$ cat src/adq_pkg.sv
// adq_pkg: constants, register map and types for the acquisition sequencer
// assumes a 40 MHz system clock and a 32-bit classic wishbone register bus
package adq_pkg;
  // ---------------------------------------------------------------
  // clock and timebase periods
  // ---------------------------------------------------------------
  localparam int unsigned CLK_NS = 25;
  localparam int unsigned TB20M_NS = 50;
  localparam int unsigned TB1M_NS = 1000;
  localparam int unsigned TB100K_NS = 10000;
  localparam int unsigned TB10K_NS = 100000;
  localparam int unsigned TB1K_NS = 1000000;
  localparam int unsigned TB100_NS = 10000000;
  localparam int unsigned TB20M_CYC = TB20M_NS / CLK_NS;
  localparam int unsigned TB1M_CYC = TB1M_NS / CLK_NS;
  localparam int unsigned TB100K_CYC = TB100K_NS / CLK_NS;
  localparam int unsigned TB10K_CYC = TB10K_NS / CLK_NS;
  localparam int unsigned TB1K_CYC = TB1K_NS / CLK_NS;
  localparam int unsigned TB100_CYC = TB100_NS / CLK_NS;
  // ---------------------------------------------------------------
  // register byte offsets
  // ---------------------------------------------------------------
  localparam logic [7:0] REG_CMD = 8'h00;
  localparam logic [7:0] REG_CTRL = 8'h04;
  localparam logic [7:0] REG_TB = 8'h08;
  localparam logic [7:0] REG_IVAL = 8'h0c;
  localparam logic [7:0] REG_TOTAL = 8'h10;
  localparam logic [7:0] REG_POST = 8'h14;
  localparam logic [7:0] REG_STAT = 8'h18;
  localparam logic [7:0] REG_DATA = 8'h1c;
  localparam logic [7:0] REG_FILL = 8'h20;
  localparam logic [7:0] REG_AICFG = 8'h24;
  // ---------------------------------------------------------------
  // fields and reset values
  // ---------------------------------------------------------------
  localparam int CMD_START = 0;
  localparam int CMD_STOP = 1;
  localparam int CTRL_HWSTART = 0;
  localparam int CTRL_GATE = 1;
  localparam int CTRL_CONV = 2;
  localparam int CTRL_PRE = 4;
  localparam int CTRL_CONT = 5;
  localparam int CTRL_ALTSRC = 6;
  localparam int CTRL_W = 7;
  localparam logic [CTRL_W-1:0] CTRL_RST = 7'h00;
  localparam logic [3:0] TB_EXT = 4'h0;
  localparam logic [3:0] TB_1M = 4'h1;
  localparam logic [3:0] TB_100K = 4'h2;
  localparam logic [3:0] TB_10K = 4'h3;
  localparam logic [3:0] TB_1K = 4'h4;
  localparam logic [3:0] TB_100 = 4'h5;
  localparam logic [3:0] TB_20M = 4'hd;
  localparam logic [3:0] TB_RST = 4'h1;
  localparam logic [24:0] IVAL_RST = 25'h0000002;
  localparam logic [30:0] TOTAL_RST = 31'h00000003;
  localparam logic [30:0] POST_RST = 31'h00000003;
  localparam int AI_MODE = 0;
  localparam int AI_POL = 1;
  localparam int AI_RANGE = 2;
  localparam logic [5:0] AI_RST = 6'h28;
  localparam int SB_DONE = 0;
  localparam int SB_ACTIVE = 1;
  localparam int SB_ARMED = 2;
  localparam int SB_TRIG = 3;
  localparam int AW = 8;
  localparam int unsigned DEPTH = 256;
  typedef logic [AW-1:0] adq_ptr_t;
  typedef logic [18:0] adq_pre_t;
  typedef enum logic [2:0] {
    S_IDLE, S_ARMED, S_RUN, S_POST, S_DRAIN, S_DONE
  } adq_state_t;
endpackage

$ cat src/adq_seq.sv
// adq_seq: single-channel acquisition sequencer with wishbone registers
// assumes inputs synchronous to clk_i and an adc that answers each
// convert_o pulse with one adc_valid_i pulse
//
// Notes on behaviour
// - resets to software start, internal interval timing
// - pretrigger runs until stop, then post count
// - internal timing may add one extra sample
// - external timing may add one as well
// - record holds pre-stop samples then post samples
// - total count register accepts 3 to 2^31-1
// - codes 1..5 pick 1M..100Hz timebases
// - code 0 counts an external clock
// - code -3 picks the 20 MHz timebase
// - code 0 defaults to connector input edges
// - external conversion ignores timebase selection
// - continuous mode ignores total until stopped
// - each record word is one 16-bit result
// - input config resets differential, 10 V, bipolar
// - finished circular record reads oldest first
// - interval equals count times timebase period
//
// Added by the designer: the register addresses and the Wishbone interface to the registers.
`timescale 1ns/1ps
module adq_seq #(
  parameter int unsigned TB1K_CYC = adq_pkg::TB1K_CYC,
  parameter int unsigned TB100_CYC = adq_pkg::TB100_CYC
) (
  input wire logic clk_i, // 40 MHz system clock
  input wire logic rst_i, // synchronous reset, high
  input wire logic ce_i, // clock enable, low freezes
  input wire logic wb_cyc_i, // wishbone cycle
  input wire logic wb_stb_i, // wishbone strobe
  input wire logic wb_we_i, // wishbone write
  input wire logic [7:0] wb_adr_i, // byte address
  input wire logic [3:0] wb_sel_i, // byte enables
  input wire logic [31:0] wb_dat_i, // write data
  output logic [31:0] wb_dat_o, // read data
  output logic wb_ack_o, // acknowledge
  input wire logic [15:0] adc_data_i, // conversion result
  input wire logic adc_valid_i, // result strobe
  input wire logic ext_start_i, // hw start trigger
  input wire logic ext_stop_i, // pretrigger stop trigger
  input wire logic gate_i, // external gate level
  input wire logic ext_conversion_strobe_n_i, // ext convert, low
  input wire logic programmable_connector_input_i, // timebase pin
  input wire logic ext_timebase_i, // alternate timebase
  output logic convert_o, // conversion strobe
  output logic active_o, // acquisition running
  output logic done_o, // record complete
  output logic ai_mode_o, // 0 differential
  output logic ai_polarity_o, // 0 bipolar
  output logic [3:0] ai_range_o // range code
);
  // ---------------------------------------------------------------
  // declarations
  // ---------------------------------------------------------------
  logic ack_q, ack_d;
  logic [31:0] dat_q, dat_d, rmux, be, wv;
  logic [adq_pkg::CTRL_W-1:0] ctrl_q, ctrl_d;
  logic [3:0] tb_q, tb_d;
  logic [24:0] ival_q, ival_d;
  logic [30:0] tot_q, tot_d, postc_q, postc_d;
  logic [5:0] ai_q, ai_d;
  logic wr, rd_take, start_w, stop_w;
  adq_pkg::adq_state_t st_q, st_d;
  adq_pkg::adq_pre_t pre_q, pre_d, per;
  logic [24:0] iv_q, iv_d;
  logic conv_q, pend_q, pend_d, wrap_q, wrap_d, done_q, done_d;
  logic trig_q, trig_d, act_q, act_d;
  logic src_q, strn_q, stop_q, hst_q;
  logic [30:0] fill_q, fill_d, post_q, post_d;
  adq_pkg::adq_ptr_t wptr_q, wptr_d, rptr_q, rptr_d, lim, wnext;
  logic run, ext_conv, gate_ok, tick, conv, samp, tb_ext;
  logic src, src_rise, strn_fall, stop_rise, hst_rise;
  logic [15:0] mem [adq_pkg::DEPTH];

  // ---------------------------------------------------------------
  // register bus
  // ---------------------------------------------------------------
  // writes land on the ack edge, so the master sees them then
  assign wr = wb_cyc_i & wb_stb_i & wb_we_i & ack_q;
  assign rd_take = wb_cyc_i & wb_stb_i & ~wb_we_i & ~ack_q;
  assign start_w = wr && wb_adr_i == adq_pkg::REG_CMD && wb_sel_i[0]
                   && wb_dat_i[adq_pkg::CMD_START];
  assign stop_w = wr && wb_adr_i == adq_pkg::REG_CMD && wb_sel_i[0]
                  && wb_dat_i[adq_pkg::CMD_STOP];
  assign be = {{8{wb_sel_i[3]}}, {8{wb_sel_i[2]}},
               {8{wb_sel_i[1]}}, {8{wb_sel_i[0]}}};
  assign wv = (wb_dat_i & be) | (rmux & ~be);

  // read mux, unmapped and write-only addresses read zero
  always_comb begin
    rmux = 32'h0;
    if (wb_adr_i == adq_pkg::REG_CTRL) begin
      rmux[adq_pkg::CTRL_W-1:0] = ctrl_q;
    end else if (wb_adr_i == adq_pkg::REG_TB) begin
      rmux[3:0] = tb_q;
    end else if (wb_adr_i == adq_pkg::REG_IVAL) begin
      rmux[24:0] = ival_q;
    end else if (wb_adr_i == adq_pkg::REG_TOTAL) begin
      rmux[30:0] = tot_q;
    end else if (wb_adr_i == adq_pkg::REG_POST) begin
      rmux[30:0] = postc_q;
    end else if (wb_adr_i == adq_pkg::REG_STAT) begin
      rmux[adq_pkg::SB_DONE] = done_q;
      rmux[adq_pkg::SB_ACTIVE] = act_q;
      rmux[adq_pkg::SB_ARMED] = st_q == adq_pkg::S_ARMED;
      rmux[adq_pkg::SB_TRIG] = trig_q;
    end else if (wb_adr_i == adq_pkg::REG_DATA) begin
      rmux[15:0] = mem[rptr_q];
    end else if (wb_adr_i == adq_pkg::REG_FILL) begin
      rmux[30:0] = fill_q;
    end else if (wb_adr_i == adq_pkg::REG_AICFG) begin
      rmux[5:0] = ai_q;
    end
  end

  // configuration registers and bus answer
  always_comb begin
    ack_d = wb_cyc_i & wb_stb_i & ~ack_q;
    dat_d = rd_take ? rmux : dat_q;
    ctrl_d = ctrl_q;
    tb_d = tb_q;
    ival_d = ival_q;
    tot_d = tot_q;
    postc_d = postc_q;
    ai_d = ai_q;
    if (wr) begin
      if (wb_adr_i == adq_pkg::REG_CTRL) begin
        ctrl_d = wv[adq_pkg::CTRL_W-1:0];
      end else if (wb_adr_i == adq_pkg::REG_TB) begin
        tb_d = wv[3:0];
      end else if (wb_adr_i == adq_pkg::REG_IVAL) begin
        ival_d = wv[24:0];
      end else if (wb_adr_i == adq_pkg::REG_TOTAL) begin
        tot_d = wv[30:0];
      end else if (wb_adr_i == adq_pkg::REG_POST) begin
        postc_d = wv[30:0];
      end else if (wb_adr_i == adq_pkg::REG_AICFG) begin
        ai_d = wv[5:0];
      end
    end
  end

  // reset defaults: software start, no gate, internal timing
  always_ff @(posedge clk_i) begin
    if (rst_i) begin
      ack_q <= 1'b0;
      dat_q <= 32'h0;
      ctrl_q <= adq_pkg::CTRL_RST;
      tb_q <= adq_pkg::TB_RST;
      ival_q <= adq_pkg::IVAL_RST;
      tot_q <= adq_pkg::TOTAL_RST;
      postc_q <= adq_pkg::POST_RST;
      ai_q <= adq_pkg::AI_RST;
    end else if (ce_i) begin
      ack_q <= ack_d;
      dat_q <= dat_d;
      ctrl_q <= ctrl_d;
      tb_q <= tb_d;
      ival_q <= ival_d;
      tot_q <= tot_d;
      postc_q <= postc_d;
      ai_q <= ai_d;
    end
  end

  // ---------------------------------------------------------------
  // timebase and conversion timing
  // ---------------------------------------------------------------
  assign ext_conv = ctrl_q[adq_pkg::CTRL_CONV +: 2] != 2'h0;
  assign gate_ok = ~ctrl_q[adq_pkg::CTRL_GATE] | gate_i;
  assign run = st_q == adq_pkg::S_RUN || st_q == adq_pkg::S_POST;
  assign tb_ext = tb_q == adq_pkg::TB_EXT;
  assign src = ctrl_q[adq_pkg::CTRL_ALTSRC] ? ext_timebase_i
               : programmable_connector_input_i;
  assign src_rise = src & ~src_q;
  assign strn_fall = strn_q & ~ext_conversion_strobe_n_i;
  assign stop_rise = ext_stop_i & ~stop_q;
  assign hst_rise = ext_start_i & ~hst_q;

  // prescaler terminal count per timebase code
  always_comb begin
    case (tb_q)
      adq_pkg::TB_20M: per = 19'(adq_pkg::TB20M_CYC - 1);
      adq_pkg::TB_1M: per = 19'(adq_pkg::TB1M_CYC - 1);
      adq_pkg::TB_100K: per = 19'(adq_pkg::TB100K_CYC - 1);
      adq_pkg::TB_10K: per = 19'(adq_pkg::TB10K_CYC - 1);
      adq_pkg::TB_1K: per = 19'(TB1K_CYC - 1);
      adq_pkg::TB_100: per = 19'(TB100_CYC - 1);
      default: per = 19'(adq_pkg::TB1M_CYC - 1);
    endcase
  end

  // external edges stand in for the prescaler under code 0
  assign tick = tb_ext ? src_rise : pre_q == per;
  // ext conversion bypasses prescaler and interval entirely
  assign conv = run && (ext_conv ? strn_fall
                : gate_ok && tick && iv_q == 25'h0);
  assign samp = adc_valid_i && pend_q && (run
                || st_q == adq_pkg::S_DRAIN);

  // ---------------------------------------------------------------
  // sequencer
  // ---------------------------------------------------------------
  // beyond DEPTH words the record keeps only the newest DEPTH samples
  always_comb begin
    if (ctrl_q[adq_pkg::CTRL_CONT] || tot_q > 31'(adq_pkg::DEPTH)) begin
      lim = adq_pkg::adq_ptr_t'(adq_pkg::DEPTH - 1);
    end else begin
      lim = adq_pkg::adq_ptr_t'(tot_q - 31'h1);
    end
    wnext = wptr_q == lim ? '0 : wptr_q + 1'b1;
  end

  // state, counters and record pointers
  always_comb begin
    st_d = st_q;
    pre_d = pre_q;
    iv_d = iv_q;
    pend_d = pend_q;
    wptr_d = wptr_q;
    rptr_d = rptr_q;
    wrap_d = wrap_q;
    fill_d = fill_q;
    post_d = post_q;
    trig_d = trig_q;
    done_d = done_q;
    // a gate held low suspends the interval count
    if (!run) begin
      pre_d = '0;
      iv_d = ival_q - 25'h1;
    end else if (gate_ok && !ext_conv) begin
      pre_d = (tb_ext || pre_q == per) ? '0 : pre_q + 1'b1;
      if (tick) begin
        iv_d = iv_q == 25'h0 ? ival_q - 25'h1 : iv_q - 25'h1;
      end
    end
    if (samp) begin
      pend_d = 1'b0;
      wptr_d = wnext;
      wrap_d = wrap_q | wnext == '0;
      fill_d = fill_q + 31'h1;
    end
    if (conv) begin
      pend_d = 1'b1;
    end
    case (st_q)
      adq_pkg::S_ARMED: begin
        if (hst_rise) begin
          st_d = adq_pkg::S_RUN;
        end
      end
      adq_pkg::S_RUN: begin
        if (ctrl_q[adq_pkg::CTRL_PRE] && stop_rise) begin
          st_d = adq_pkg::S_POST;
          trig_d = 1'b1;
          post_d = '0;
        end else if (samp && !ctrl_q[adq_pkg::CTRL_CONT]
                     && !ctrl_q[adq_pkg::CTRL_PRE]
                     && fill_q + 31'h1 == tot_q) begin
          st_d = adq_pkg::S_DONE;
        end
      end
      adq_pkg::S_POST: begin
        if (samp) begin
          post_d = post_q + 31'h1;
          if (post_q + 31'h1 == postc_q) begin
            // a conversion started in the same cycle adds one sample
            st_d = conv ? adq_pkg::S_DRAIN
                   : adq_pkg::S_DONE;
          end
        end
      end
      adq_pkg::S_DRAIN: begin
        if (samp) begin
          st_d = adq_pkg::S_DONE;
        end
      end
      default: ;
    endcase
    // software start from idle or after a finished record
    if (start_w && (st_q == adq_pkg::S_IDLE
                    || st_q == adq_pkg::S_DONE)) begin
      st_d = ctrl_q[adq_pkg::CTRL_HWSTART] ? adq_pkg::S_ARMED
             : adq_pkg::S_RUN;
      wptr_d = '0;
      rptr_d = '0;
      wrap_d = 1'b0;
      fill_d = '0;
      trig_d = 1'b0;
      pend_d = 1'b0;
      done_d = 1'b0;
    end
    if (stop_w) begin
      st_d = adq_pkg::S_IDLE;
      pend_d = 1'b0;
      done_d = 1'b0;
    end
    // a stop arriving in the same cycle wins over the set
    if (st_d == adq_pkg::S_DONE && st_q != adq_pkg::S_DONE) begin
      done_d = 1'b1;
      rptr_d = wrap_d ? wptr_d : '0;
    end else if (rd_take && wb_adr_i == adq_pkg::REG_DATA) begin
      rptr_d = rptr_q == lim ? '0 : rptr_q + 1'b1;
    end
    act_d = st_d == adq_pkg::S_RUN || st_d == adq_pkg::S_POST
            || st_d == adq_pkg::S_DRAIN;
  end

  always_ff @(posedge clk_i) begin
    if (rst_i) begin
      st_q <= adq_pkg::S_IDLE;
      pre_q <= '0;
      iv_q <= '0;
      conv_q <= 1'b0;
      pend_q <= 1'b0;
      wptr_q <= '0;
      rptr_q <= '0;
      wrap_q <= 1'b0;
      fill_q <= '0;
      post_q <= '0;
      trig_q <= 1'b0;
      done_q <= 1'b0;
      act_q <= 1'b0;
      src_q <= 1'b0;
      strn_q <= 1'b1;
      stop_q <= 1'b0;
      hst_q <= 1'b0;
    end else if (ce_i) begin
      st_q <= st_d;
      pre_q <= pre_d;
      iv_q <= iv_d;
      conv_q <= conv;
      pend_q <= pend_d;
      wptr_q <= wptr_d;
      rptr_q <= rptr_d;
      wrap_q <= wrap_d;
      fill_q <= fill_d;
      post_q <= post_d;
      trig_q <= trig_d;
      done_q <= done_d;
      act_q <= act_d;
      src_q <= src;
      strn_q <= ext_conversion_strobe_n_i;
      stop_q <= ext_stop_i;
      hst_q <= ext_start_i;
    end
  end

  // record memory, one result per word in acquisition order
  always_ff @(posedge clk_i) begin
    if (ce_i && samp) begin
      mem[wptr_q] <= adc_data_i;
    end
  end

  // outputs, each a flop
  assign wb_ack_o = ack_q;
  assign wb_dat_o = dat_q;
  assign convert_o = conv_q;
  assign active_o = act_q;
  assign done_o = done_q;
  assign ai_mode_o = ai_q[adq_pkg::AI_MODE];
  assign ai_polarity_o = ai_q[adq_pkg::AI_POL];
  assign ai_range_o = ai_q[adq_pkg::AI_RANGE +: 4];
endmodule

$ cat config.mk
export PLATFORM = sky130hd
export DESIGN_NAME = adq_seq
export DESIGN_NICKNAME = d
export VERILOG_FILES = /design/src/adq_pkg.sv /design/src/adq_seq.sv
export SDC_FILE = /design/constraint.sdc
export NUM_CORES = 2
export LEC_CHECK = 0
export BUFFER_PORTS_ARGS = -buffer_cell sky130_fd_sc_hd__buf_2
export CAP_MARGIN = 20
export CORE_ASPECT_RATIO = 2
export CORE_MARGIN = 2
export CORE_UTILIZATION = 53
export DETAILED_ROUTE_END_ITERATION = 10
export PLACE_DENSITY = 0.66
export SYNTH_ARGS = -nofsm -noshare
export SYNTH_HDL_FRONTEND = slang
export SYNTH_SLANG_ARGS = --single-unit
$ cat constraint.sdc
create_clock -name clk_i -period 4.3 [get_ports clk_i]
set_input_delay 1.075 -clock clk_i [delete_from_list [all_inputs] [get_ports clk_i]]
set_output_delay 1.075 -clock clk_i [all_outputs]
set_load 0.02 [all_outputs]
==> impl_metrics.py <==
metrics = {
    "status": {
        "status": "complete, but fails checks",
        "violations": "negative setup slack",
    },
    "routing": {
        "route.detailed.drc": 0,
        "viasPerCell": 6.453,
        "wl_per_cell_um": 35.16,
        "drtIter0Drc": 10945,
        "vias": 91665,
        "ant_nets": 0,
        "dr.pass1.iters": 9,
        "finalWirelength_mm": 499.4,
    },
    "power_and_ir_drop": {
        "p_leak_nw": 61.44,
        "peakVddDrop_mv": 0.3584,
        "total_power_mw": 81.82,
        "p_per_area_nw_per_um2": 409.2,
    },
    "floorplanning": {
        "die-area_um2": 333900,
        "initial_core_util_pct": 53.27,
        "die_h_um": 815.2,
        "core-area_um2": 327400,
        "die_w_um": 409.6,
        "ioPinCount": 115,
        "rows": 297,
    },
    "grt": {
        "grt_pass1_vias": 94359,
        "grt_pass1_wl_mm": 705.5,
        "gr-total-overflow": 0,
        "grt_max_degree": 136,
        "antenna_found_initial": 23,
        "grt_use_total_pct": 29.99,
    },
    "placement": {
        "dp_slack_ps": -339.0,
        "placed_area_um2": 187100,
        "dp.cells": 13513,
        "gp_congestion": 0.9442,
        "io_buffers": 112,
        "dp_hpwl_mm": 324.8,
    },
    "layout": {
        "drive_gt1_share_pct": 31.47,
        "design_area_um2": 200000,
        "nNetsFinal": 9666,
        "final_common_cell": "edfxtp_1",
        "post-route-util_pct": 61.08,
        "final_cell_mix": "4096 x edfxtp_1, 1303 x mux4_2, 775 x buf_4",
        "instances_no_fill": 14205,
        "fillers": 22738,
        "area_growth_pct": 14.67,
    },
    "sta": {
        "finClkSkew_ps": 70.35,
        "slew_violations": 0,
        "rsz0062_at_grt": "true",
        "holdWs_ps": 421.4,
        "setup-violations-final": 3,
        "tightest_slew_ps": 1294,
        "period_share_pct": 101.1,
        "slew_headroom_pct": 13.71,
        "fin_ws_ps": -48.36,
        "fmax_ghz": 0.2300,
        "setup_tns_ps": -79.44,
        "hold_viol": 0,
        "period_needed_ps": 4348,
    },
    "synthesis": {
        "netlist_area_um2": 174400,
        "synth_cells": 8704,
        "avgSynthCellArea_um2": 20.03,
        "ys_warn_count": 0,
        "ys_ff_latch": 4375,
        "async_flop_share_pct": 0,
        "synth.area.top_cells": "edfxtp_1 71%, mux4_2 17%, dfxtp_1 3.2%",
        "synth-edff-count": 4096,
        "synth_top_cell_area_share_pct": 70.53,
        "synthesis.nets": 8789,
        "yosysTopAreaCell": "edfxtp_1",
        "synth_cell_types": 100,
        "yosysSeqAreaShare_pct": 73.74,
        "synth_top_flop_cell": "edfxtp_1",
    },
    "setup_path": {
        "slowest_delay_ps": 580,
        "cp.arrival_ps": 5080,
        "r2r_slack_ps": -50,
        "path_cells": "buf_16 > buf_16 > buf_4 > clkbuf_16 > mux4_2 > mux4_2 > a22oi_1 > buf_4 > nand2_1 > buf_4 > a21oi_2 > buf_4 > a211oi_1 > nor2_1 > nor2_1 > a21oi_1 > buf_4 > a211oi_1",
        "startpoint_type": "flop",
        "crit_fanout": 12,
        "crit_required_ps": 5030,
        "worstSetupPathType": "reg2reg",
        "crit_slowest_cell": "mux4_2",
        "cp_top_family": "buffers and inverters",
        "path_common_cell": "buf_4",
        "end_kind": "flop",
        "crit_buf_inv": 8,
    },
    "cts": {
        "clk_latency_ps": 930,
        "cts_tree": "built",
        "root_buffer": "clkbuf_16",
        "cts.sinks": 4375,
        "htreeDepth": 5,
        "cts.path.max_buffers": 4,
        "cts_buffers": 368,
        "clk_pin_slew_ps": 70,
        "holdBufCountCts": 0,
    },
    "hold_path": {
        "hp-class": "in2reg",
    },
    "run": {
        "max-cap-violations": 0,
    },
}
==> area by class of cell <==
| class | instances | area [um^2] | share of cell area [%] |
|---|---|---|---|
| tap | 4335 | 5424 | 2.712 |
| antenna | 9 | 22.52 | 0.01126 |
| clock inverter | 221 | 2311 | 1.156 |
| multi-input combinational | 3727 | 43690 | 21.85 |
| clock buffer | 429 | 9672 | 4.837 |
| inverter | 51 | 192.7 | 0.09636 |
| sequential | 4375 | 128600 | 64.31 |
| timing repair buffer | 1058 | 10060 | 5.029 |
==> worst reg2reg max path, cell delays in order (launching register included) <==
cell and delay (ps):
dfxtp_4 390, buf_16 180, buf_16 200, buf_4 180
clkbuf_16 190, mux4_2 520, mux4_2 580, a22oi_1 190
buf_4 170, nand2_1 60, buf_4 190, a21oi_2 270
buf_4 160, a211oi_1 190, nor2_1 160, nor2_1 50
a21oi_1 260, buf_4 190, a211oi_1 60
==> flip-flops by register name, summed over array words and instances, names as in the netlist, 3 cells and up, named ones only <==
signal    count
mem        4096
fill_q       31
post_q       31
postc_q      31
tot_q        31
wb_dat_o     31
iv_q         25
ival_q       25
pre_q        19
rptr_q        8
wptr_q        8
ctrl_q        7
ai_q          6
tb_q          4
st_q          3
==> report_power, final <==
group          leakage (nW)  switching, mW  total [mW]  internal [mW]
Sequential             39.1         0.0228        46.5           46.5
Combinational          16.6           1.05        1.29          0.242
Clock                  5.78           15.3        34.0           18.8
==> logic make-up (layout without fill, tap and decap cells) <==
family	after synthesis	in the layout	share of synthesized area, %
other cells	1	10	0.002150
mux	1366	1366	17.20
buf+inv	602	1759	1.525
compound gates	798	798	2.975
xor+xnor	109	109	0.5640
simple gates	1441	1441	3.910
fa+ha+maj	12	12	0.08610
flops	4375	4375	73.74
==> metal layers <==
metal	GRT usage, %	share of wire, %	up-vias
met1	33.48	32	48764
met4	20.34	8.3	16
met3	4.506	6.6	1060
li1	-	-	37859
met5	0	0.023	-
met2	52.90	53	3966
==> what timing repair did <==
action | in CTS | in global routing
cloned | 7 | 3
pin swaps | 1 | 6
buffers inserted | 13 | 9
setup endpoints to repair | 20 | 56
resized for setup | 32 | 43
==> worst paths after layout <==
kind                                                 from           to  depth (start not counted)
worst max-delay path                                 flop   ival_q[12]                         18
worst max register to register                       flop   ival_q[12]                         18
worst min register to register                wb_dat_o[8]  wb_dat_o[8]                          2
worst min-delay path            ext_conversion_strobe_n_i       strn_q                          2
==> cell usage after synthesis (25+ instances only) <==
| cell | number |
|---|---|
| xnor2_1 | 74 |
| nor4_1 | 63 |
| a22oi_1 | 85 |
| edfxtp_1 | 4096 |
| a211oi_1 | 61 |
| dfxtp_1 | 279 |
| or4_1 | 25 |
| nand3_1 | 84 |
| and3_1 | 30 |
| nand3b_1 | 36 |
| buf_2 | 130 |
| buf_4 | 51 |
| a21oi_1 | 260 |
| or3_1 | 44 |
| xor2_1 | 33 |
| mux4_2 | 1303 |
| mux2i_1 | 46 |
| inv_1 | 49 |
| clkbuf_1 | 337 |
| nor3_1 | 95 |
| nor2_1 | 555 |
| o21ai_0 | 153 |
| nand2_1 | 340 |
| nand4_1 | 36 |
| a31oi_1 | 30 |
| a222oi_1 | 26 |
| buf_1 | 26 |
No activity file was read; power rests on OpenSTA's default activity.
